--- src/logic/csw_pkg.sv ---
package csw_pkg;

  // clock and tick timing
  localparam int unsigned CLK_PERIOD_PS  = 5000;
  localparam int unsigned MS_PS          = 1000000000;
  localparam int unsigned MS_CYCLES      = MS_PS / CLK_PERIOD_PS;
  localparam int unsigned SLEEP_UNIT_MS  = 10;
  localparam int unsigned CHECK_TIME_MS  = 5;

  // register bus
  localparam int unsigned ADDR_W = 8;
  localparam int unsigned DATA_W = 32;

  localparam logic [ADDR_W-1:0] ADDR_MODE         = 8'h00;
  localparam logic [ADDR_W-1:0] ADDR_OPTIONS      = 8'h04;
  localparam logic [ADDR_W-1:0] ADDR_WAKE_TIME    = 8'h08;
  localparam logic [ADDR_W-1:0] ADDR_SLEEP_PERIOD = 8'h0C;
  localparam logic [ADDR_W-1:0] ADDR_CYCLES       = 8'h10;
  localparam logic [ADDR_W-1:0] ADDR_HOST_DELAY   = 8'h14;
  localparam logic [ADDR_W-1:0] ADDR_STATUS       = 8'h18;

  // field widths
  localparam int unsigned MODE_W  = 3;
  localparam int unsigned OPTS_W  = 16;
  localparam int unsigned WAKE_W  = 22;
  localparam int unsigned SLEEP_W = 21;
  localparam int unsigned CYC_W   = 16;
  localparam int unsigned HOST_W  = 16;
  localparam int unsigned CHECK_W = 3;
  localparam int unsigned HOLD_W  = 24;

  // option bit: in cyclic pin mode, stay awake for the full wake time despite the pin
  localparam int unsigned OPT_FULL_WAKE_BIT = 8;

  // pending message hold: 2.5 sleep periods as 5/2
  localparam logic [HOLD_W-1:0] HOLD_MUL   = 24'h000005;
  localparam int unsigned       HOLD_SHIFT = 1;

  // status word layout
  localparam int unsigned STAT_STATE_LSB = 0;
  localparam int unsigned STAT_IND_BIT   = 2;
  localparam int unsigned STAT_HOST_BIT  = 3;
  localparam int unsigned STAT_PEND_BIT  = 4;
  localparam int unsigned STAT_CYC_LSB   = 16;

  // reset values
  localparam logic [OPTS_W-1:0]  OPTS_RESET   = 16'h0000;
  localparam logic [WAKE_W-1:0]  WAKE_RESET   = 22'h0007D0;
  localparam logic [SLEEP_W-1:0] SLEEP_RESET  = 21'h0000C8;
  localparam logic [CYC_W-1:0]   CYCLES_RESET = 16'h0001;
  localparam logic [HOST_W-1:0]  HOST_RESET   = 16'h0000;

  typedef enum logic [MODE_W-1:0] {
    MODE_NONE       = 3'h0,
    MODE_PIN        = 3'h1,
    MODE_CYCLIC     = 3'h4,
    MODE_CYCLIC_PIN = 3'h5
  } csw_mode_type;

  // gray along sleep -> check -> awake
  typedef enum logic [1:0] {
    ST_SLEEP = 2'h0,
    ST_CHECK = 2'h1,
    ST_AWAKE = 2'h3
  } csw_state_type;

  typedef struct packed {
    csw_mode_type        mode;
    logic [OPTS_W-1:0]   opts;
    logic [WAKE_W-1:0]   wake_time;
    logic [SLEEP_W-1:0]  sleep_period;
    logic [CYC_W-1:0]    cycles;
    logic [HOST_W-1:0]   host_delay;
    logic [1:0]          pin_sync;
    logic                pin_prev;
    csw_state_type       state;
    logic [WAKE_W-1:0]   wake_cnt;
    logic [SLEEP_W-1:0]  sleep_cnt;
    logic [CYC_W-1:0]    cycle_cnt;
    logic [CHECK_W-1:0]  check_cnt;
    logic [HOST_W-1:0]   host_cnt;
    logic                pend;
    logic [HOLD_W-1:0]   hold_cnt;
    logic                discard;
    logic [DATA_W-1:0]   rdata;
  } csw_regs_type;

  localparam csw_regs_type REGS_RESET = '{
    mode:         MODE_NONE,
    opts:         OPTS_RESET,
    wake_time:    WAKE_RESET,
    sleep_period: SLEEP_RESET,
    cycles:       CYCLES_RESET,
    host_delay:   HOST_RESET,
    pin_sync:     2'h3,
    pin_prev:     1'b1,
    state:        ST_AWAKE,
    default:      '0
  };

endpackage : csw_pkg

--- src/logic/csw_cyclic_sleep.sv ---
module csw_cyclic_sleep #(
  parameter int unsigned MS_CYCLES = csw_pkg::MS_CYCLES
) (
  // clock and reset
  input  wire logic                       clk,
  input  wire logic                       reset,
  // register port
  input  wire logic [csw_pkg::ADDR_W-1:0] addr,
  input  wire logic [csw_pkg::DATA_W-1:0] wdata,
  input  wire logic                       wr,
  input  wire logic                       rd,
  output logic      [csw_pkg::DATA_W-1:0] rdata,
  // host pin
  input  wire logic                       sleep_request_pin,
  // data activity
  input  wire logic                       rf_data_rx,
  input  wire logic                       serial_rx,
  // indirect message holding
  input  wire logic                       msg_store,
  input  wire logic                       msg_taken,
  output logic                            msg_discard,
  // status outputs
  output logic                            awake,
  output logic                            awake_indicator,
  output logic                            host_tx_allow
);

  csw_pkg::csw_regs_type r_r;
  csw_pkg::csw_regs_type r_nxt;

  logic ms_tick;
  logic tick_10ms;

  localparam logic [csw_pkg::CHECK_W-1:0] CHECK_LAST =
    csw_pkg::CHECK_W'(csw_pkg::CHECK_TIME_MS - 1);

  csw_prescale #(
    .DIV (MS_CYCLES)
  ) u_ms_div (
    .clk   (clk),
    .reset (reset),
    .en    (1'b1),
    .tick  (ms_tick)
  );

  csw_prescale #(
    .DIV (csw_pkg::SLEEP_UNIT_MS)
  ) u_10ms_div (
    .clk   (clk),
    .reset (reset),
    .en    (ms_tick),
    .tick  (tick_10ms)
  );

  logic                       pin_s;
  logic                       pin_fall;
  logic                       activity;
  logic                       full_wake;
  logic [csw_pkg::HOLD_W-1:0] hold_limit;
  logic [csw_pkg::DATA_W-1:0] status_word;

  always_comb begin
    pin_s      = r_r.pin_sync[1];
    pin_fall   = r_r.pin_prev && !pin_s;
    activity   = rf_data_rx || serial_rx;
    full_wake  = r_r.opts[csw_pkg::OPT_FULL_WAKE_BIT];
    hold_limit = (csw_pkg::HOLD_W'(r_r.sleep_period) * csw_pkg::HOLD_MUL)
                 >> csw_pkg::HOLD_SHIFT;
    status_word = '0;
    status_word[csw_pkg::STAT_STATE_LSB +: 2]           = r_r.state;
    status_word[csw_pkg::STAT_IND_BIT]                  = (r_r.state == csw_pkg::ST_AWAKE);
    status_word[csw_pkg::STAT_HOST_BIT]                 = host_tx_allow;
    status_word[csw_pkg::STAT_PEND_BIT]                 = r_r.pend;
    status_word[csw_pkg::STAT_CYC_LSB +: csw_pkg::CYC_W] = r_r.cycle_cnt;
  end

  always_comb begin
    r_nxt = r_r;
    r_nxt.discard  = 1'b0;
    r_nxt.pin_sync = {r_r.pin_sync[0], sleep_request_pin};
    r_nxt.pin_prev = pin_s;

    // register writes
    if (wr) begin
      case (addr)
        csw_pkg::ADDR_MODE: begin
          case (wdata[csw_pkg::MODE_W-1:0])
            csw_pkg::MODE_NONE,
            csw_pkg::MODE_PIN,
            csw_pkg::MODE_CYCLIC,
            csw_pkg::MODE_CYCLIC_PIN: begin
              r_nxt.mode = csw_pkg::csw_mode_type'(wdata[csw_pkg::MODE_W-1:0]);
            end
            default: begin
              r_nxt.mode = r_r.mode;
            end
          endcase
        end
        csw_pkg::ADDR_OPTIONS: begin
          r_nxt.opts = wdata[csw_pkg::OPTS_W-1:0];
        end
        csw_pkg::ADDR_WAKE_TIME: begin
          r_nxt.wake_time = wdata[csw_pkg::WAKE_W-1:0];
        end
        csw_pkg::ADDR_SLEEP_PERIOD: begin
          r_nxt.sleep_period = wdata[csw_pkg::SLEEP_W-1:0];
        end
        csw_pkg::ADDR_CYCLES: begin
          r_nxt.cycles = wdata[csw_pkg::CYC_W-1:0];
        end
        csw_pkg::ADDR_HOST_DELAY: begin
          r_nxt.host_delay = wdata[csw_pkg::HOST_W-1:0];
        end
        default: begin
          r_nxt.opts = r_r.opts;
        end
      endcase
    end

    // register reads, data one cycle later
    r_nxt.rdata = '0;
    if (rd) begin
      case (addr)
        csw_pkg::ADDR_MODE:         r_nxt.rdata = csw_pkg::DATA_W'(r_r.mode);
        csw_pkg::ADDR_OPTIONS:      r_nxt.rdata = csw_pkg::DATA_W'(r_r.opts);
        csw_pkg::ADDR_WAKE_TIME:    r_nxt.rdata = csw_pkg::DATA_W'(r_r.wake_time);
        csw_pkg::ADDR_SLEEP_PERIOD: r_nxt.rdata = csw_pkg::DATA_W'(r_r.sleep_period);
        csw_pkg::ADDR_CYCLES:       r_nxt.rdata = csw_pkg::DATA_W'(r_r.cycles);
        csw_pkg::ADDR_HOST_DELAY:   r_nxt.rdata = csw_pkg::DATA_W'(r_r.host_delay);
        csw_pkg::ADDR_STATUS:       r_nxt.rdata = status_word;
        default:                    r_nxt.rdata = '0;
      endcase
    end

    // sleep sequencing
    case (r_r.mode)
      csw_pkg::MODE_NONE: begin
        r_nxt.state = csw_pkg::ST_AWAKE;
      end
      csw_pkg::MODE_PIN: begin
        r_nxt.state = pin_s ? csw_pkg::ST_SLEEP : csw_pkg::ST_AWAKE;
        r_nxt.wake_cnt = '0;
      end
      csw_pkg::MODE_CYCLIC,
      csw_pkg::MODE_CYCLIC_PIN: begin
        case (r_r.state)
          csw_pkg::ST_SLEEP: begin
            if (r_r.mode == csw_pkg::MODE_CYCLIC_PIN && pin_fall) begin
              r_nxt.state     = csw_pkg::ST_AWAKE;
              r_nxt.wake_cnt  = '0;
              r_nxt.sleep_cnt = '0;
              r_nxt.cycle_cnt = '0;
            end else if (tick_10ms) begin
              if (r_r.sleep_cnt + 1'b1 >= r_r.sleep_period) begin
                r_nxt.sleep_cnt = '0;
                if (r_r.cycle_cnt + 1'b1 >= r_r.cycles) begin
                  r_nxt.cycle_cnt = '0;
                  r_nxt.state     = csw_pkg::ST_AWAKE;
                  r_nxt.wake_cnt  = '0;
                end else begin
                  r_nxt.cycle_cnt = r_r.cycle_cnt + 1'b1;
                  r_nxt.state     = csw_pkg::ST_CHECK;
                  r_nxt.check_cnt = '0;
                end
              end else begin
                r_nxt.sleep_cnt = r_r.sleep_cnt + 1'b1;
              end
            end
          end
          csw_pkg::ST_CHECK: begin
            if (activity) begin
              r_nxt.state     = csw_pkg::ST_AWAKE;
              r_nxt.wake_cnt  = '0;
              r_nxt.cycle_cnt = '0;
            end else if (ms_tick) begin
              if (r_r.check_cnt == CHECK_LAST) begin
                r_nxt.state = csw_pkg::ST_SLEEP;
              end else begin
                r_nxt.check_cnt = r_r.check_cnt + 1'b1;
              end
            end
          end
          csw_pkg::ST_AWAKE: begin
            if (activity) begin
              r_nxt.wake_cnt = '0;
            end else if (r_r.mode == csw_pkg::MODE_CYCLIC_PIN && pin_s && !full_wake) begin
              r_nxt.state     = csw_pkg::ST_SLEEP;
              r_nxt.sleep_cnt = '0;
            end else if (ms_tick) begin
              if (r_r.wake_cnt + 1'b1 >= r_r.wake_time) begin
                r_nxt.state     = csw_pkg::ST_SLEEP;
                r_nxt.sleep_cnt = '0;
              end else begin
                r_nxt.wake_cnt = r_r.wake_cnt + 1'b1;
              end
            end
          end
          default: begin
            r_nxt.state     = csw_pkg::ST_SLEEP;
            r_nxt.sleep_cnt = '0;
          end
        endcase
      end
      default: begin
        r_nxt.state = csw_pkg::ST_AWAKE;
      end
    endcase

    // host wake delay
    if (serial_rx) begin
      r_nxt.host_cnt = '0;
    end else if (r_nxt.state == csw_pkg::ST_AWAKE && r_r.state != csw_pkg::ST_AWAKE) begin
      r_nxt.host_cnt = r_r.host_delay;
    end else if (ms_tick && r_r.host_cnt != '0) begin
      r_nxt.host_cnt = r_r.host_cnt - 1'b1;
    end

    // indirect message hold, store wins over take
    if (msg_store) begin
      r_nxt.pend     = 1'b1;
      r_nxt.hold_cnt = '0;
    end else if (msg_taken) begin
      r_nxt.pend = 1'b0;
    end else if (r_r.pend && tick_10ms) begin
      if (r_r.hold_cnt + 1'b1 >= hold_limit) begin
        r_nxt.pend    = 1'b0;
        r_nxt.discard = 1'b1;
      end else begin
        r_nxt.hold_cnt = r_r.hold_cnt + 1'b1;
      end
    end
  end

  always_ff @(posedge clk) begin
    if (reset) begin
      r_r <= csw_pkg::REGS_RESET;
    end else begin
      r_r <= r_nxt;
    end
  end

  assign rdata           = r_r.rdata;
  assign msg_discard     = r_r.discard;
  assign awake           = (r_r.state != csw_pkg::ST_SLEEP);
  assign awake_indicator = (r_r.state == csw_pkg::ST_AWAKE);
  assign host_tx_allow   = awake_indicator && (r_r.host_cnt == '0);

endmodule : csw_cyclic_sleep

--- src/logic/csw_prescale.sv ---
module csw_prescale #(
  parameter int unsigned DIV = 10
) (
  // clock and reset
  input  wire logic clk,
  input  wire logic reset,
  // enable in, divided pulse out
  input  wire logic en,
  output logic      tick
);

  localparam int unsigned CW = (DIV > 1) ? $clog2(DIV) : 1;
  localparam logic [CW-1:0] LAST = CW'(DIV - 1);

  logic [CW-1:0] cnt_r;
  logic [CW-1:0] cnt_nxt;

  always_comb begin
    cnt_nxt = cnt_r;
    if (en) begin
      cnt_nxt = (cnt_r == LAST) ? '0 : cnt_r + 1'b1;
    end
  end

  always_ff @(posedge clk) begin
    if (reset) begin
      cnt_r <= '0;
    end else begin
      cnt_r <= cnt_nxt;
    end
  end

  assign tick = en && (cnt_r == LAST);

endmodule : csw_prescale

--- config.mk ---
export PLATFORM = sky130hd
export DESIGN_NAME = csw_cyclic_sleep
export DESIGN_NICKNAME = d
export VERILOG_FILES = /design/src/logic/csw_pkg.sv /design/src/logic/csw_cyclic_sleep.sv /design/src/logic/csw_prescale.sv
export SDC_FILE = /design/constraint.sdc
export NUM_CORES = 1
export LEC_CHECK = 0
export BUFFER_PORTS_ARGS = -buffer_cell sky130_fd_sc_hd__buf_4
export CORE_MARGIN = 10
export CORE_UTILIZATION = 50
export DETAILED_ROUTE_END_ITERATION = 10
export PLACE_DENSITY = 0.67
export SLEW_MARGIN = 0
export SYNTH_ARGS = -nofsm -noshare
export SYNTH_HDL_FRONTEND = slang
export SYNTH_SLANG_ARGS = --single-unit
--- constraint.sdc ---
create_clock -name clk -period 6.2 [get_ports clk]
set_clock_uncertainty 0.1 [all_clocks]
set_input_delay 0 -clock clk [delete_from_list [all_inputs] [get_ports clk]]
set_output_delay 0 -clock clk [all_outputs]
set_load 0.1 [all_outputs]
* Yosys cells after proc, flatten, opt, wreduce, memory -nomap -nowiden
Index checks and enable logic that the tools add are counted.
** Operators by class
- Add/subtract/negate cells :: 8
- Multiply operators :: 1
- Magnitude comparators :: 4
- Equality and inequality tests :: 40
- Multiplexer cells :: 46
- Bitwise gates (word level) :: 5
- Reduce and logical (&&, ||, !) cells :: 42
** Operator list (count)
- 32-bit case mux with 7 select lines :: 1
- 22-bit two-way mux :: 5
- 21-bit two-way mux :: 4
- 22-bit case mux with 3 select lines :: 1
- 16-bit two-way mux :: 4
- 64-bit two-way mux :: 1
- 21-bit case mux with 3 select lines :: 1
- 61-bit two-way mux :: 1
- 25-bit two-way mux :: 2
- 24-bit two-way mux :: 2
- 45-bit two-way mux :: 1
- 22-bit case mux with 2 select lines :: 1
- 19-bit case mux with 2 select lines :: 1
- 26-bit two-way mux :: 1
- 24-bit by 1-bit adder with 24-bit output (second input constant) :: 1
- 8-bit by 5-bit == test with 1-bit output (second input constant) :: 3
- 24-bit by 23-bit greater-or-equal comparator with 1-bit output :: 1
- 21-bit by 3-bit multiplier with 24-bit output (second input constant) :: 1
- 4-bit != test (second input constant) :: 6
- 22-bit by 1-bit adder with 22-bit output (second input constant) :: 1
- 22-bit greater-or-equal comparator :: 1
- 21-bit by 1-bit adder with 21-bit output (second input constant) :: 1
- 21-bit greater-or-equal comparator :: 1
- 2-bit != test (second input constant) :: 10
- 42 further kinds :: 94
** Word-level totals
- Register bits :: 257
- Input bits :: 49
- Word-level logic and storage cells :: 166

* Depth between registers and ports, before layout
Gate-level depths: netlist of run 1.
- Word-level depth :: 11
- Mapped depth :: 24
- Mapped depth without buffers :: 23

* By module
Synthesis of run 1 repeated with hierarchy kept, for this count alone.
** Second synthesis, totals
- Cells, all modules :: 1890
- Area total of the unflattened synthesis :: 15239.6 µm²
** By module, submodules not included
- csw_cyclic_sleep :: times used 1, cells each 1765, area each 14099.8 µm², seq. area each 4704.5 µm²
- csw_prescale (u_ms_div) :: times used 1, cells each 106, area each 950.9 µm², seq. area each 360.3 µm²
- csw_prescale (u_10ms_div) :: times used 1, cells each 19, area each 188.9 µm², seq. area each 80.1 µm²

* Worst setup path after synthesis of run 1
OpenSTA, ideal clock, no wires.
- Kind :: register to register
- Start :: reg r_r[174] in the netlist's numbering
- End :: reg r_r[49] in the netlist's numbering
- Setup time :: 0.128 ns
- Data arrival time :: 4.675 ns
- Data required time :: 5.972 ns
- Slack :: 1.297 ns
- Cell stages (with the launch flop) :: 25
- Buffers on the path :: 1
- Period minus slack after synthesis :: 4.903 ns
- Path through :: dfxtp_1 > ha_1 > ha_1 > inv_1 > fa_1 > nor2b_1 > o21ai_0 > a21oi_1 > o2111ai_1 > a31oi_1 > a41oi_1 > nand2b_1 > a21oi_1 > xor2_1 > ha_1 > a21o_1 > a21o_1 > a21oi_1 > o21ai_0 > a211oi_1 > nand3_1 > buf_2 > nor4_1 > xnor2_1 > nor2_1
** Between the ends
- Cells in the longest elaborated chain, start to end :: 4
** RTL lines
- start: declaration :: line csw_cyclic_sleep.sv:28 : csw_pkg::csw_regs_type r_r;
- start signal: assignment :: line csw_cyclic_sleep.sv:236 : r_r <= csw_pkg::REGS_RESET;
- start signal: assignment :: line csw_cyclic_sleep.sv:238 : r_r <= r_nxt;
- 21-bit by 3-bit multiplier with 24-bit output :: line csw_cyclic_sleep.sv:67 : hold_limit = (csw_pkg::HOLD_W'(r_r.sleep_period) * csw_pkg::HOLD_MUL)
- 24-bit by 23-bit greater-or-equal comparator with 1-bit output :: line csw_cyclic_sleep.sv:225 : if (r_r.hold_cnt + 1'b1 >= hold_limit) begin
- 1-bit inverter (no line)
- 3-bit AND reduction (no line)
No other way between the ends.
A chain may end at the register's enable or synchronous reset.

* Worst setup path after layout of run 1
- Start :: reg r_r[174] in the netlist's numbering
- End :: reg r_r[57] in the netlist's numbering
** Between the ends
- Cells in the longest elaborated chain, start to end :: 4
** RTL lines (line)
- 21-bit by 3-bit multiplier with 24-bit output :: csw_cyclic_sleep.sv:67
- 24-bit by 23-bit greater-or-equal comparator with 1-bit output :: csw_cyclic_sleep.sv:225
- 3-bit nonzero test (no line)
- 2-bit AND reduction (no line)
No other way between the ends.

==> out/qor.tcl, run 1 <==
set qor(hold_ws_ns) 0.0145
set qor(area_grow_syn2layout_pct) 12.8
set qor(core_region_area_um2) 29900
set qor(most_common_library_cell_in_the_layout_ignoring_fill_and_taps) {sky130_fd_sc_hd__nand2_1}
set qor(synth_top_family_by_area) {simple AND/OR/NAND/NOR gates}
set qor(number_of_enable_flip_flop_cells_after_synthesis) 0
set qor(ys.flop_type) {sky130_fd_sc_hd__dfxtp_1}
set qor(grt_pass1_vias) 12900
set qor(grt_pass1_wl_um) 68500
set qor(timing.critical_path.to) {r_r[57]}
set qor(wl_per_cell_um) 18.0
set qor(synthSimpleGateAreaFrac_pct) 23.9
set qor(setup_ws_pre_cts_ns) 0.593
set qor(post_route_cells_drive_above_1_share_pct) 8.26
set qor(viasPerCell) 5.79
set qor(drt_first_iter_violations) 1236
set qor(finish.instance_area_um2) 17200
set qor(critPathArrivalTime_ns) 5.89
set qor(clock.fmax_mhz) 181
set qor(synth_adder_area_share_pct) 11.0
set qor(dieArea_um2) 37800
set qor(post_synth_instance_area_um2) 15200
set qor(post_synth.cell_area_avg_um2) 7.95
set qor(drt_drc_violations_left) 0
set qor(antenna_found_initial) 0
set qor(placement_rows) 63
set qor(port_buffers) 74
set qor(setup.worst_path.start_class) {register}
set qor(timing_worst_setup_path_type) {register to register}
set qor(synth_warnings) 0
set qor(r2r_slack_ns) 0.69
set qor(clk_latency_ns) 0.56
set qor(die_h_um) 194
set qor(hold_viol_final) 0
set qor(htree_levels) 1
set qor(synthMuxAreaShare_pct) 1.42
set qor(power_leakage_uw) 0.00684
set qor(postSynthCellCount) 1916
set qor(ys_types) 74
set qor(slew_violations) 0
set qor(worst_setup_path_startpoint) {r_r[174]}
set qor(worst_setup_path_end_kind) {register}
set qor(antennaDiodeCount) 0
set qor(gp_congestion) 0.920
set qor(io-pin-count) 85
set qor(rr_endpoint) {r_r[57]}
set qor(cts.clk_slew.worst_paths_ns) 0.06
set qor(placed_instance_area_um2) 15800
set qor(commonest_cells_after_routing_fill_and_taps_aside) {sky130_fd_sc_hd__nand2_1, sky130_fd_sc_hd__dfxtp_1, sky130_fd_sc_hd__a21oi_1}
set qor(pwr_density_cell_nw_per_um2) 206
set qor(grt_max_degree) 94
set qor(synth_xor_area_share_pct) 7.48
set qor(postSynthRegisterBits) 257
set qor(synth_nets) 2098
set qor(cts_tree) {yes}
set qor(buffers_inserted_by_post_cts_timing_repair) 0
set qor(globalRouteOverflowTotal) 0
set qor(post-layout-total-power_uw) 3550
set qor(ctsRootBufferMaster) {sky130_fd_sc_hd__clkbuf_16}
set qor(rr_worst_depth) 26
set qor(vdd_drop_max_v) 0.000209
set qor(drt-pass1-iter-count) 5
set qor(detail_placement_hpwl_um) 31000
set qor(tritoncts.num_buffers) 29
set qor(r2r-start) {r_r[174]}
set qor(maximum_capacitance_violations) 0
set qor(synth_seq_area_share_pct) 33.8
set qor(synthesized_area_fraction_occupied_by_ao_oa_aoi_and_oai_cells_pct) 16.6
set qor(worst_hold_path.num_cells) 5
set qor(minimum_clock_period_ns) 5.51
set qor(fin_ws_ns) 0.690
set qor(final_nets) 2135
set qor(hold_path_class) {input port to register}
set qor(postRouteWirelength_um) 42600
set qor(fin_setup_tns_ns) 0
set qor(crit_fanout) 7
set qor(final_antenna_net_count) 0
set qor(measured_slew_at_the_worst_slew_check_pin_ns) 1.24
set qor(timing.max_slew.rel_slack_pct) 17.4
set qor(postSynth.asyncResetShare_pct) 0
set qor(die-width_um) 194
set qor(run_status) {finished clean}
set qor(via_count) 13700
set qor(clock-sinks) 257
set qor(cts_max_path_buffers) 3
set qor(global_route.usage.total_pct) 21.5
set qor(initial_core_util_pct) 51.0
set qor(rsz0062_at_grt) {false}
set qor(critical_path_required_ns) 6.58
set qor(min_period_over_period_pct) 88.9
set qor(final-setup-viol-count) 0
## report_power, final
group / switching, uW / internal (uW) / leakage [uW]
clock: 704 / 1070 / 0.000488
sequential: 3.19 / 1660 / 0.00207
combinational: 66.1 / 43.8 / 0.00428
total: 773 / 2770 / 0.00684
## layout make-up
cell class | instances | area, um2
fill | 2773 | 12700
multi-input combinational | 1459 | 9200
sequential | 257 | 5140
timing repair buffer | 127 | 1050
clock buffer | 43 | 858
tap | 390 | 488
inverter | 79 | 297
clock inverter | 9 | 124
## per-stage QoR
stage	util, %	std cells
detailed placement	52.8	2272
floorplan	-	1916
finish	57.5	2364
global route	57.5	2364
CTS	57.5	2364
global placement	52.8	2272
## cells in the mapped netlist (all sizes together), types with 19 or more instances
master	number	area share (%)
nand4	24	0.99
nand2	284	7.0
a21oi	187	6.1
o21ai	90	3.0
and3	42	1.7
nand3	79	2.6
nor2	131	3.3
nand2b	19	0.78
and2	23	0.95
inv	78	1.9
a22oi	26	1.3
clkbuf	73	1.8
or3	34	1.4
dfxtp	257	34
nor3	48	1.6
xor2	63	3.6
ha	132	11
xnor2	67	3.9
buf	48	2.1
## metal layers
layer	vias up	GRT usage, %	wire (um)
li1	6749	-	-
met1	6527	30.0	20000
met2	353	33.9	19200
met3	62	3.05	2400
met4	0	5.54	1020
met5	-	0	0
## worst max-delay path: stages, from the launching register on
cell and delay (ns):
sky130_fd_sc_hd__dfxtp_1 0.45, sky130_fd_sc_hd__ha_1 0.28, sky130_fd_sc_hd__ha_1 0.21, sky130_fd_sc_hd__inv_1 0.07, sky130_fd_sc_hd__fa_1 0.20, sky130_fd_sc_hd__nor2b_1 0.05
sky130_fd_sc_hd__o21ai_0 0.24, sky130_fd_sc_hd__a21oi_1 0.17, sky130_fd_sc_hd__o2111ai_1 0.27, sky130_fd_sc_hd__a31oi_1 0.12, sky130_fd_sc_hd__buf_4 0.17, sky130_fd_sc_hd__a41oi_1 0.33
sky130_fd_sc_hd__nand2b_1 0.09, sky130_fd_sc_hd__a21oi_1 0.17, sky130_fd_sc_hd__xor2_1 0.18, sky130_fd_sc_hd__ha_1 0.26, sky130_fd_sc_hd__a21o_1 0.18, sky130_fd_sc_hd__a21o_1 0.17
sky130_fd_sc_hd__a21oi_1 0.15, sky130_fd_sc_hd__o21ai_0 0.10, sky130_fd_sc_hd__a211oi_1 0.21, sky130_fd_sc_hd__buf_4 0.19, sky130_fd_sc_hd__nand2_1 0.16, sky130_fd_sc_hd__a31oi_1 0.24
sky130_fd_sc_hd__nor2_1 0.05, sky130_fd_sc_hd__dlygate4sd3_1 0.54, sky130_fd_sc_hd__nor2_1 0.09
## kinds of logic (layout without fill, tap and decap cells)
group	after synthesis	count (layout)
mux	20	20
simple gates	757	757
fa+ha+maj	133	133
xor+xnor	130	130
flops	257	257
compound gates	419	419
buf+inv	200	258
## flip-flops by register name, summed over array words and instances (netlist names)
signal            flops
u_ms_div.cnt_r       18
rdata                32
u_10ms_div.cnt_r      4
r_r                 199
msg_discard           1
r_nxt                 1
full_wake             1
pin_s                 1
## worst min-delay path by stage
stage                                 start         end  slack [ns]
final                               addr[1]    rdata[3]        0.01
after global routing                addr[1]    rdata[3]        0.04
after CTS                           addr[1]    rdata[3]      0.0004
after detailed placement  sleep_request_pin  r_nxt[140]        0.09
after global placement    sleep_request_pin  r_nxt[140]        0.09
after floorplan           sleep_request_pin  r_nxt[140]       0.004
## repair_timing
action	CTS	global route
hold buffers	40	0
endpoints found under the hold margin	161	0
endpoints found under the setup margin	0	1
resized for setup	0	1
Note: power is estimated with default switching activity, not from simulation.
==> run 2, diff against run 1 <==
--- a/config.mk
+++ b/config.mk
@@ -5,8 +5,8 @@
 export SDC_FILE = /design/constraint.sdc
 export NUM_CORES = 1
 export LEC_CHECK = 0
+export ABC_CLOCK_PERIOD_IN_PS = 6200
 export BUFFER_PORTS_ARGS = -buffer_cell sky130_fd_sc_hd__buf_4
-export CORE_MARGIN = 10
 export CORE_UTILIZATION = 50
 export DETAILED_ROUTE_END_ITERATION = 10
 export PLACE_DENSITY = 0.67
==> run 2 against run 1 <==
Final cell count down 0.21%; non-clock buffer count down 2; die area down 18%; global-route usage up 5.0 points; final area decreased by 0.73%; critical endpoint unchanged; utilization down 0.27 points; critical path depth shrank 1; combinational power barely moved; hold slack improved by 0.024 ns; worst setup slack got worse by 0.15 ns; register-to-register slack worse by 0.15 ns.
==> out/qor.tcl, run 2 (synthesis gave the netlist of run 1 again) <==
set qor(run_status) {finished clean}
set qor(crit_family) {compound AO/OA/AOI/OAI gates}
set qor(post_route_cells_drive_above_1_share_pct) 7.92
set qor(final-setup-viol-count) 0
set qor(worst_setup_path_end_kind) {register}
set qor(most_common_library_cell_in_the_layout_ignoring_fill_and_taps) {sky130_fd_sc_hd__nand2_1}
set qor(clock-sinks) 257
set qor(grt_max_degree) 74
set qor(timing_worst_setup_path_type) {register to register}
set qor(cts_max_path_buffers) 3
set qor(gp_congestion) 0.913
set qor(grt_pass1_vias) 12600
set qor(cts.clk_slew.worst_paths_ns) 0.06
set qor(critical_path_required_ns) 6.58
set qor(maximum_capacitance_violations) 0
set qor(vdd_drop_max_v) 0.000211
set qor(ctsRootBufferMaster) {sky130_fd_sc_hd__clkbuf_16}
set qor(final_nets) 2133
set qor(final_antenna_net_count) 0
set qor(die-width_um) 176
set qor(cts_tree) {yes}
set qor(critPathMaxStageDelay_ns) 0.55
set qor(via_count) 13700
set qor(critPathArrivalTime_ns) 6.05
set qor(clock.fmax_mhz) 177
set qor(measured_slew_at_the_worst_slew_check_pin_ns) 1.20
set qor(wl_per_cell_um) 17.7
set qor(largest_register_ff_count) 199
set qor(cp_slowest_cell) {sky130_fd_sc_hd__dlygate4sd3_1}
set qor(area_grow_syn2layout_pct) 12.0
set qor(port_buffers) 74
set qor(setup.worst_path.start_class) {register}
set qor(die_h_um) 176
set qor(rsz0062_at_grt) {false}
set qor(clk_latency_ns) 0.56
set qor(dieArea_um2) 31100
set qor(htree_levels) 1
set qor(antenna_found_initial) 0
set qor(detail_placement_hpwl_um) 30400
set qor(buffers_inserted_by_post_cts_timing_repair) 0
set qor(min_period_over_period_pct) 91.3
set qor(pwr_density_cell_nw_per_um2) 200
set qor(hold_viol_final) 0
set qor(timing.critical_path.buf_inv) 3
set qor(cts_repair_resize_count) 0
set qor(viasPerCell) 5.82
set qor(setup_ws_pre_cts_ns) 0.765
set qor(drt_drc_violations_left) 0
set qor(globalRouteOverflowTotal) 0
set qor(fin_ws_ns) 0.538
set qor(crit_fanout) 6
set qor(placement_rows) 63
set qor(fillerInstances) 2776
set qor(tritoncts.num_buffers) 29
set qor(drt_first_iter_violations) 1006
set qor(drt-pass1-iter-count) 5
set qor(antennaDiodeCount) 0
set qor(top_reg_by_flops) {r_r}
set qor(power_leakage_uw) 0.00677
set qor(global_route.usage.total_pct) 26.6
set qor(timing.max_slew.rel_slack_pct) 20.2
set qor(core_region_area_um2) 29800
set qor(initial_core_util_pct) 51.1
set qor(postRouteWirelength_um) 41800
set qor(commonest_cells_after_routing_fill_and_taps_aside) {sky130_fd_sc_hd__nand2_1, sky130_fd_sc_hd__dfxtp_1, sky130_fd_sc_hd__a21oi_1}
set qor(fin_setup_tns_ns) 0
set qor(post_cts_hold_buffer_count) 37
set qor(slew_violations) 0
set qor(hold_path_class) {input port to register}
set qor(minimum_clock_period_ns) 5.66
set qor(io-pin-count) 85
set qor(grt_pass1_wl_um) 66300
[run 2: cell types whose count changed in the layout (fill, tap and decap cells not counted), sizes merged]
cell and change:
buf +1, bufinv -1, clkbuf -3, clkinv -1, dlygate4sd3 -3, inv +2
[run 2: cell type report]
cell class              instances  area, um2  share of cell area [%]
repair buffers                125       1030                    6.05
well taps                     390        488                    2.86
clock buffers                  40        787                    4.62
multi-input cells            1459       9190                    53.9
inverters                      79        297                    1.74
flip-flops and latches        257       5140                    30.2
clock inverters                 9        103                   0.602
[run 2: path summary, 6_finish.rpt]
path                    from       end  slack, ns  cells past startpoint
setup / recovery    r_r[174]   r_r[57]       0.54                     25
hold / removal            wr  r_r[233]       0.04                      4
setup reg to reg    r_r[174]   r_r[57]       0.54                     25
hold reg to reg   r_nxt[140]     pin_s       0.31                      1
[run 2: worst reg2reg max path: cells and delay by family, from the launching register on]
family	cells	cell delay, ns
AOI/OAI and AO/OA	12	2.48
adders and majority gates	4	1.16
buffers and inverters	3	0.82
and+or+nand+nor	5	0.52
DFF	1	0.38
xor gates and xnor gates	1	0.15
[run 2: stage by stage]
step           hold slack (ns)  total power, uW  util (%)  std cells  instance area (um2)
6_report                0.0386             3410      57.2       2359                17000
3_5_place_dp            0.0881             1790      53.0       2273                15800
2_1_floorplan          0.00381             1740         -       1916                15200
5_1_grt                 0.0665             3520      57.2       2359                17000
3_3_place_gp            0.0873             1790      53.0       2273                15800
4_1_cts                0.00754             3440      57.2       2359                17000
[run 2: power by group]
part / internal (uW) / switching, uW
sequential: 1660 / 3.28
clock: 962 / 684
combinational: 44.1 / 65.9
[run 2: per-layer routing]
metal	vias to the layer above	track usage (%)	part of all wire, %
li1	6750	-	-
met5	-	0	0
met2	430	41.7	44
met3	86	3.34	6.2
met1	6474	37.2	46
met4	0	9.27	3.5
==> run 3, diff against run 2 <==
--- a/config.mk
+++ b/config.mk
@@ -13,4 +13,5 @@
 export SLEW_MARGIN = 0
 export SYNTH_ARGS = -nofsm -noshare
 export SYNTH_HDL_FRONTEND = slang
+export SYNTH_HIERARCHICAL = 1
 export SYNTH_SLANG_ARGS = --single-unit
==> run 3 against run 2 <==
Utilization increased by 0.88 points; hold slack lost 0.0023 ns; total power up 8.5%; non-clock buffer count fell by 1; first-iteration DRC count rose by 26%; sequential share of layout area decreased by 0.44 points; routed wire length is 2.9% higher; die area rose by 0.11%; clock-buffer cell count grew 2; final area grew 1.5%; sequential cell count unchanged; global-route usage grew 0.86 points; critical endpoint unchanged.
==> out/qor.tcl, run 3 <==
set qor(postRouteWirelength_um) 43000
set qor(io-pin-count) 85
set qor(die_h_um) 177
set qor(final-setup-viol-count) 0
set qor(setup.worst_path.start_class) {register}
set qor(detail_placement_hpwl_um) 31300
set qor(clock-sinks) 257
set qor(cts_max_path_buffers) 3
set qor(wl_per_cell_um) 18.3
set qor(post_synth_instance_area_um2) 15200
set qor(netlist.top_cell.by_area) {sky130_fd_sc_hd__dfxtp_1}
set qor(top_reg_by_flops) {r_r}
set qor(synthMuxAreaShare_pct) 0.739
set qor(synth_adder_area_share_pct) 11.0
set qor(yosys-top-cells-area) {sky130_fd_sc_hd__dfxtp_1, sky130_fd_sc_hd__ha_1, sky130_fd_sc_hd__nand2_1}
set qor(synthesized_area_fraction_occupied_by_ao_oa_aoi_and_oai_cells_pct) 18.8
set qor(fin_setup_tns_ns) 0
set qor(synth_seq_area_share_pct) 33.8
set qor(die-width_um) 177
set qor(synth_most_common_cell) {sky130_fd_sc_hd__nand2_1}
set qor(globalRouteOverflowTotal) 0
set qor(postSynthRegisterBits) 257
set qor(rsz0062_at_grt) {false}
set qor(htree_levels) 1
set qor(worst_setup_path_end_kind) {register}
set qor(antenna_found_initial) 0
set qor(measured_slew_at_the_worst_slew_check_pin_ns) 1.09
set qor(postSynth.asyncResetShare_pct) 0
set qor(grt_pass1_vias) 12600
set qor(cp_slowest_cell) {sky130_fd_sc_hd__dlygate4sd3_1}
set qor(via_count) 13900
set qor(timing.critical_path.buf_inv) 4
set qor(core_region_area_um2) 29800
set qor(postSynthCellCount) 1890
set qor(viasPerCell) 5.90
set qor(gp_congestion) 0.868
set qor(drt_first_iter_violations) 1267
set qor(cts.clk_slew.worst_paths_ns) 0.06
set qor(hold_viol_final) 0
set qor(area_grow_syn2layout_pct) 13.6
set qor(ys_types) 82
set qor(synth_warnings) 6
set qor(most_common_library_cell_in_the_layout_ignoring_fill_and_taps) {sky130_fd_sc_hd__nand2_1}
set qor(critical_path_required_ns) 6.61
set qor(cts_tree) {yes}
set qor(timing.max_slew.rel_slack_pct) 27.5
set qor(placed_instance_area_um2) 15900
set qor(final_antenna_net_count) 0
set qor(post_synth.cell_area_avg_um2) 8.06
set qor(hold_path_class) {input port to register}
set qor(slew_violations) 0
set qor(min_period_over_period_pct) 93.6
set qor(crit_fanout) 7
set qor(final_nets) 2114
set qor(power_leakage_uw) 0.00675
set qor(global_route.usage.total_pct) 27.4
set qor(synthSimpleGateAreaFrac_pct) 22.1
set qor(placement_rows) 63
set qor(synth_nets) 2072
set qor(clk_latency_ns) 0.57
set qor(dieArea_um2) 31200
set qor(tritoncts.num_buffers) 30
set qor(critPathArrivalTime_ns) 6.22
set qor(synth_top_family_by_area) {simple AND/OR/NAND/NOR gates}
set qor(ys.flop_type) {sky130_fd_sc_hd__dfxtp_1}
set qor(port_buffers) 74
set qor(crit_family) {compound AO/OA/AOI/OAI gates}
set qor(maximum_capacitance_violations) 0
set qor(post_route_cells_drive_above_1_share_pct) 9.67
set qor(minimum_clock_period_ns) 5.80
set qor(initial_core_util_pct) 51.1
set qor(run_status) {finished clean}
set qor(netlist_top_cells_count) {sky130_fd_sc_hd__nand2_1, sky130_fd_sc_hd__dfxtp_1, sky130_fd_sc_hd__a21oi_1, sky130_fd_sc_hd__ha_1, sky130_fd_sc_hd__nor2_1}
set qor(finish.instance_area_um2) 17300
set qor(clock.fmax_mhz) 172
set qor(number_of_enable_flip_flop_cells_after_synthesis) 0
set qor(drt_drc_violations_left) 0
set qor(ctsRootBufferMaster) {sky130_fd_sc_hd__clkbuf_16}
set qor(grt_pass1_wl_um) 68100
set qor(largest_register_ff_count) 199
set qor(commonest_cells_after_routing_fill_and_taps_aside) {sky130_fd_sc_hd__nand2_1, sky130_fd_sc_hd__dfxtp_1, sky130_fd_sc_hd__a21oi_1}
set qor(pwr_density_cell_nw_per_um2) 214
set qor(final_core_util_pct) 58.1
set qor(critPathMaxStageDelay_ns) 0.57
set qor(post-synth-top-area-fraction_pct) 33.8
set qor(timing_worst_setup_path_type) {register to register}
set qor(vdd_drop_max_v) 0.000211
set qor(r2r_slack_ns) 0.40
set qor(synth_xor_area_share_pct) 7.30
set qor(drt-pass1-iter-count) 9
set qor(grt_max_degree) 78
## run 3: cell types whose count changed in the layout (fill, tap and decap cells not counted), sizes merged, moves of 8 or more
| cell | change |
|---|---|
| a211oi | +21 |
| a21oi | -23 |
| a222oi | +19 |
| a311oi | -9 |
| and2 | +9 |
| and3 | -16 |
| inv | +24 |
| nand3 | -13 |
| nor2 | -18 |
| nor4 | +10 |
| o31ai | +11 |
| or3 | -19 |
| xor2 | -8 |
## run 3: layout make-up
cell class / instances / area, um2
Fill cell: 2737 / 12500
Multi-Input combinational cell: 1415 / 9190
Sequential cell: 257 / 5150
Timing Repair Buffer: 124 / 1010
Clock buffer: 42 / 857
Tap cell: 390 / 488
Inverter: 104 / 390
Clock inverter: 13 / 224
Antenna cell: 1 / 2.50
## run 3: final timing paths
check                   to  cells after the start  startpoint
setup / recovery   r_r[57]                     25    r_r[176]
hold / removal    rdata[1]                      5     addr[2]
setup reg to reg   r_r[57]                     25    r_r[176]
hold reg to reg      pin_s                      1  r_nxt[140]
## run 3: worst register-to-register path, stage by stage, from the launching register on
cell and delay, ns:
sky130_fd_sc_hd__dfxtp_1 0.42, sky130_fd_sc_hd__ha_1 0.26, sky130_fd_sc_hd__ha_1 0.23, sky130_fd_sc_hd__inv_1 0.07, sky130_fd_sc_hd__fa_1 0.20, sky130_fd_sc_hd__nor2b_1 0.07, sky130_fd_sc_hd__o31a_1 0.28, sky130_fd_sc_hd__o221ai_2 0.25
sky130_fd_sc_hd__o2111ai_1 0.20, sky130_fd_sc_hd__a31oi_2 0.24, sky130_fd_sc_hd__nor2b_1 0.09, sky130_fd_sc_hd__o21a_1 0.17, sky130_fd_sc_hd__nor2_1 0.12, sky130_fd_sc_hd__xor2_1 0.22, sky130_fd_sc_hd__ha_1 0.28, sky130_fd_sc_hd__and4_1 0.21
sky130_fd_sc_hd__a2111oi_1 0.38, sky130_fd_sc_hd__a21oi_1 0.12, sky130_fd_sc_hd__nor2_1 0.14, sky130_fd_sc_hd__o2111ai_2 0.19, sky130_fd_sc_hd__buf_4 0.21, sky130_fd_sc_hd__nand2_1 0.06, sky130_fd_sc_hd__a21oi_1 0.06, sky130_fd_sc_hd__dlygate4sd3_1 0.57
sky130_fd_sc_hd__nor2_1 0.08, sky130_fd_sc_hd__dlygate4sd3_1 0.55
## run 3: per-stage QoR
| stage | hold WS, ns | setup WS (ns) | std cells | power [uW] |
|---|---|---|---|---|
| after floorplan | -0.0309 | 1.35 | 1890 | 1730 |
| after global placement | 0.0871 | 0.667 | 2257 | 1780 |
| after detailed placement | 0.0879 | 0.615 | 2257 | 1780 |
| after CTS | 0.0113 | 0.0964 | 2344 | 3720 |
| after global routing | 0.0398 | 0.0255 | 2345 | 3800 |
| final | 0.0363 | 0.395 | 2346 | 3710 |
## run 3: repair_timing
| action | in CTS | in global routing |
|---|---|---|
| endpoints found under the setup margin | 0 | 1 |
| gates resized for setup | 0 | 6 |
| hold buffers | 32 | 0 |
| setup buffers | 0 | 1 |
| endpoints found under the hold margin | 149 | 0 |
## run 3: report_power, final
group          switching (uW)  total [uW]  internal, uW
clock                     732        1940          1210
combinational            66.3         107          41.2
sequential               3.79        1660          1650
total                     802        3710          2900
## run 3: metal layers
metal	global-route usage (%)	wire length [um]	part of all wire (%)	up-vias
met5	0	0	0	-
met2	42.9	19100	45	444
met3	4.52	2830	6.6	73
li1	-	-	-	6735
met1	38.3	19800	46	6601
met4	8.66	1260	2.9	0
## run 3: cells by family (layout without fill, tap and decap cells)
family / count (synthesis) / in the layout
other: 1 / 2
flip-flops: 257 / 257
AO/OA/AOI/OAI: 445 / 445
adder cells (fa/ha/maj): 133 / 133
XOR/XNOR: 127 / 127
buffers and inverters: 218 / 283
multiplexers: 11 / 11
AND/OR/NAND/NOR: 698 / 698
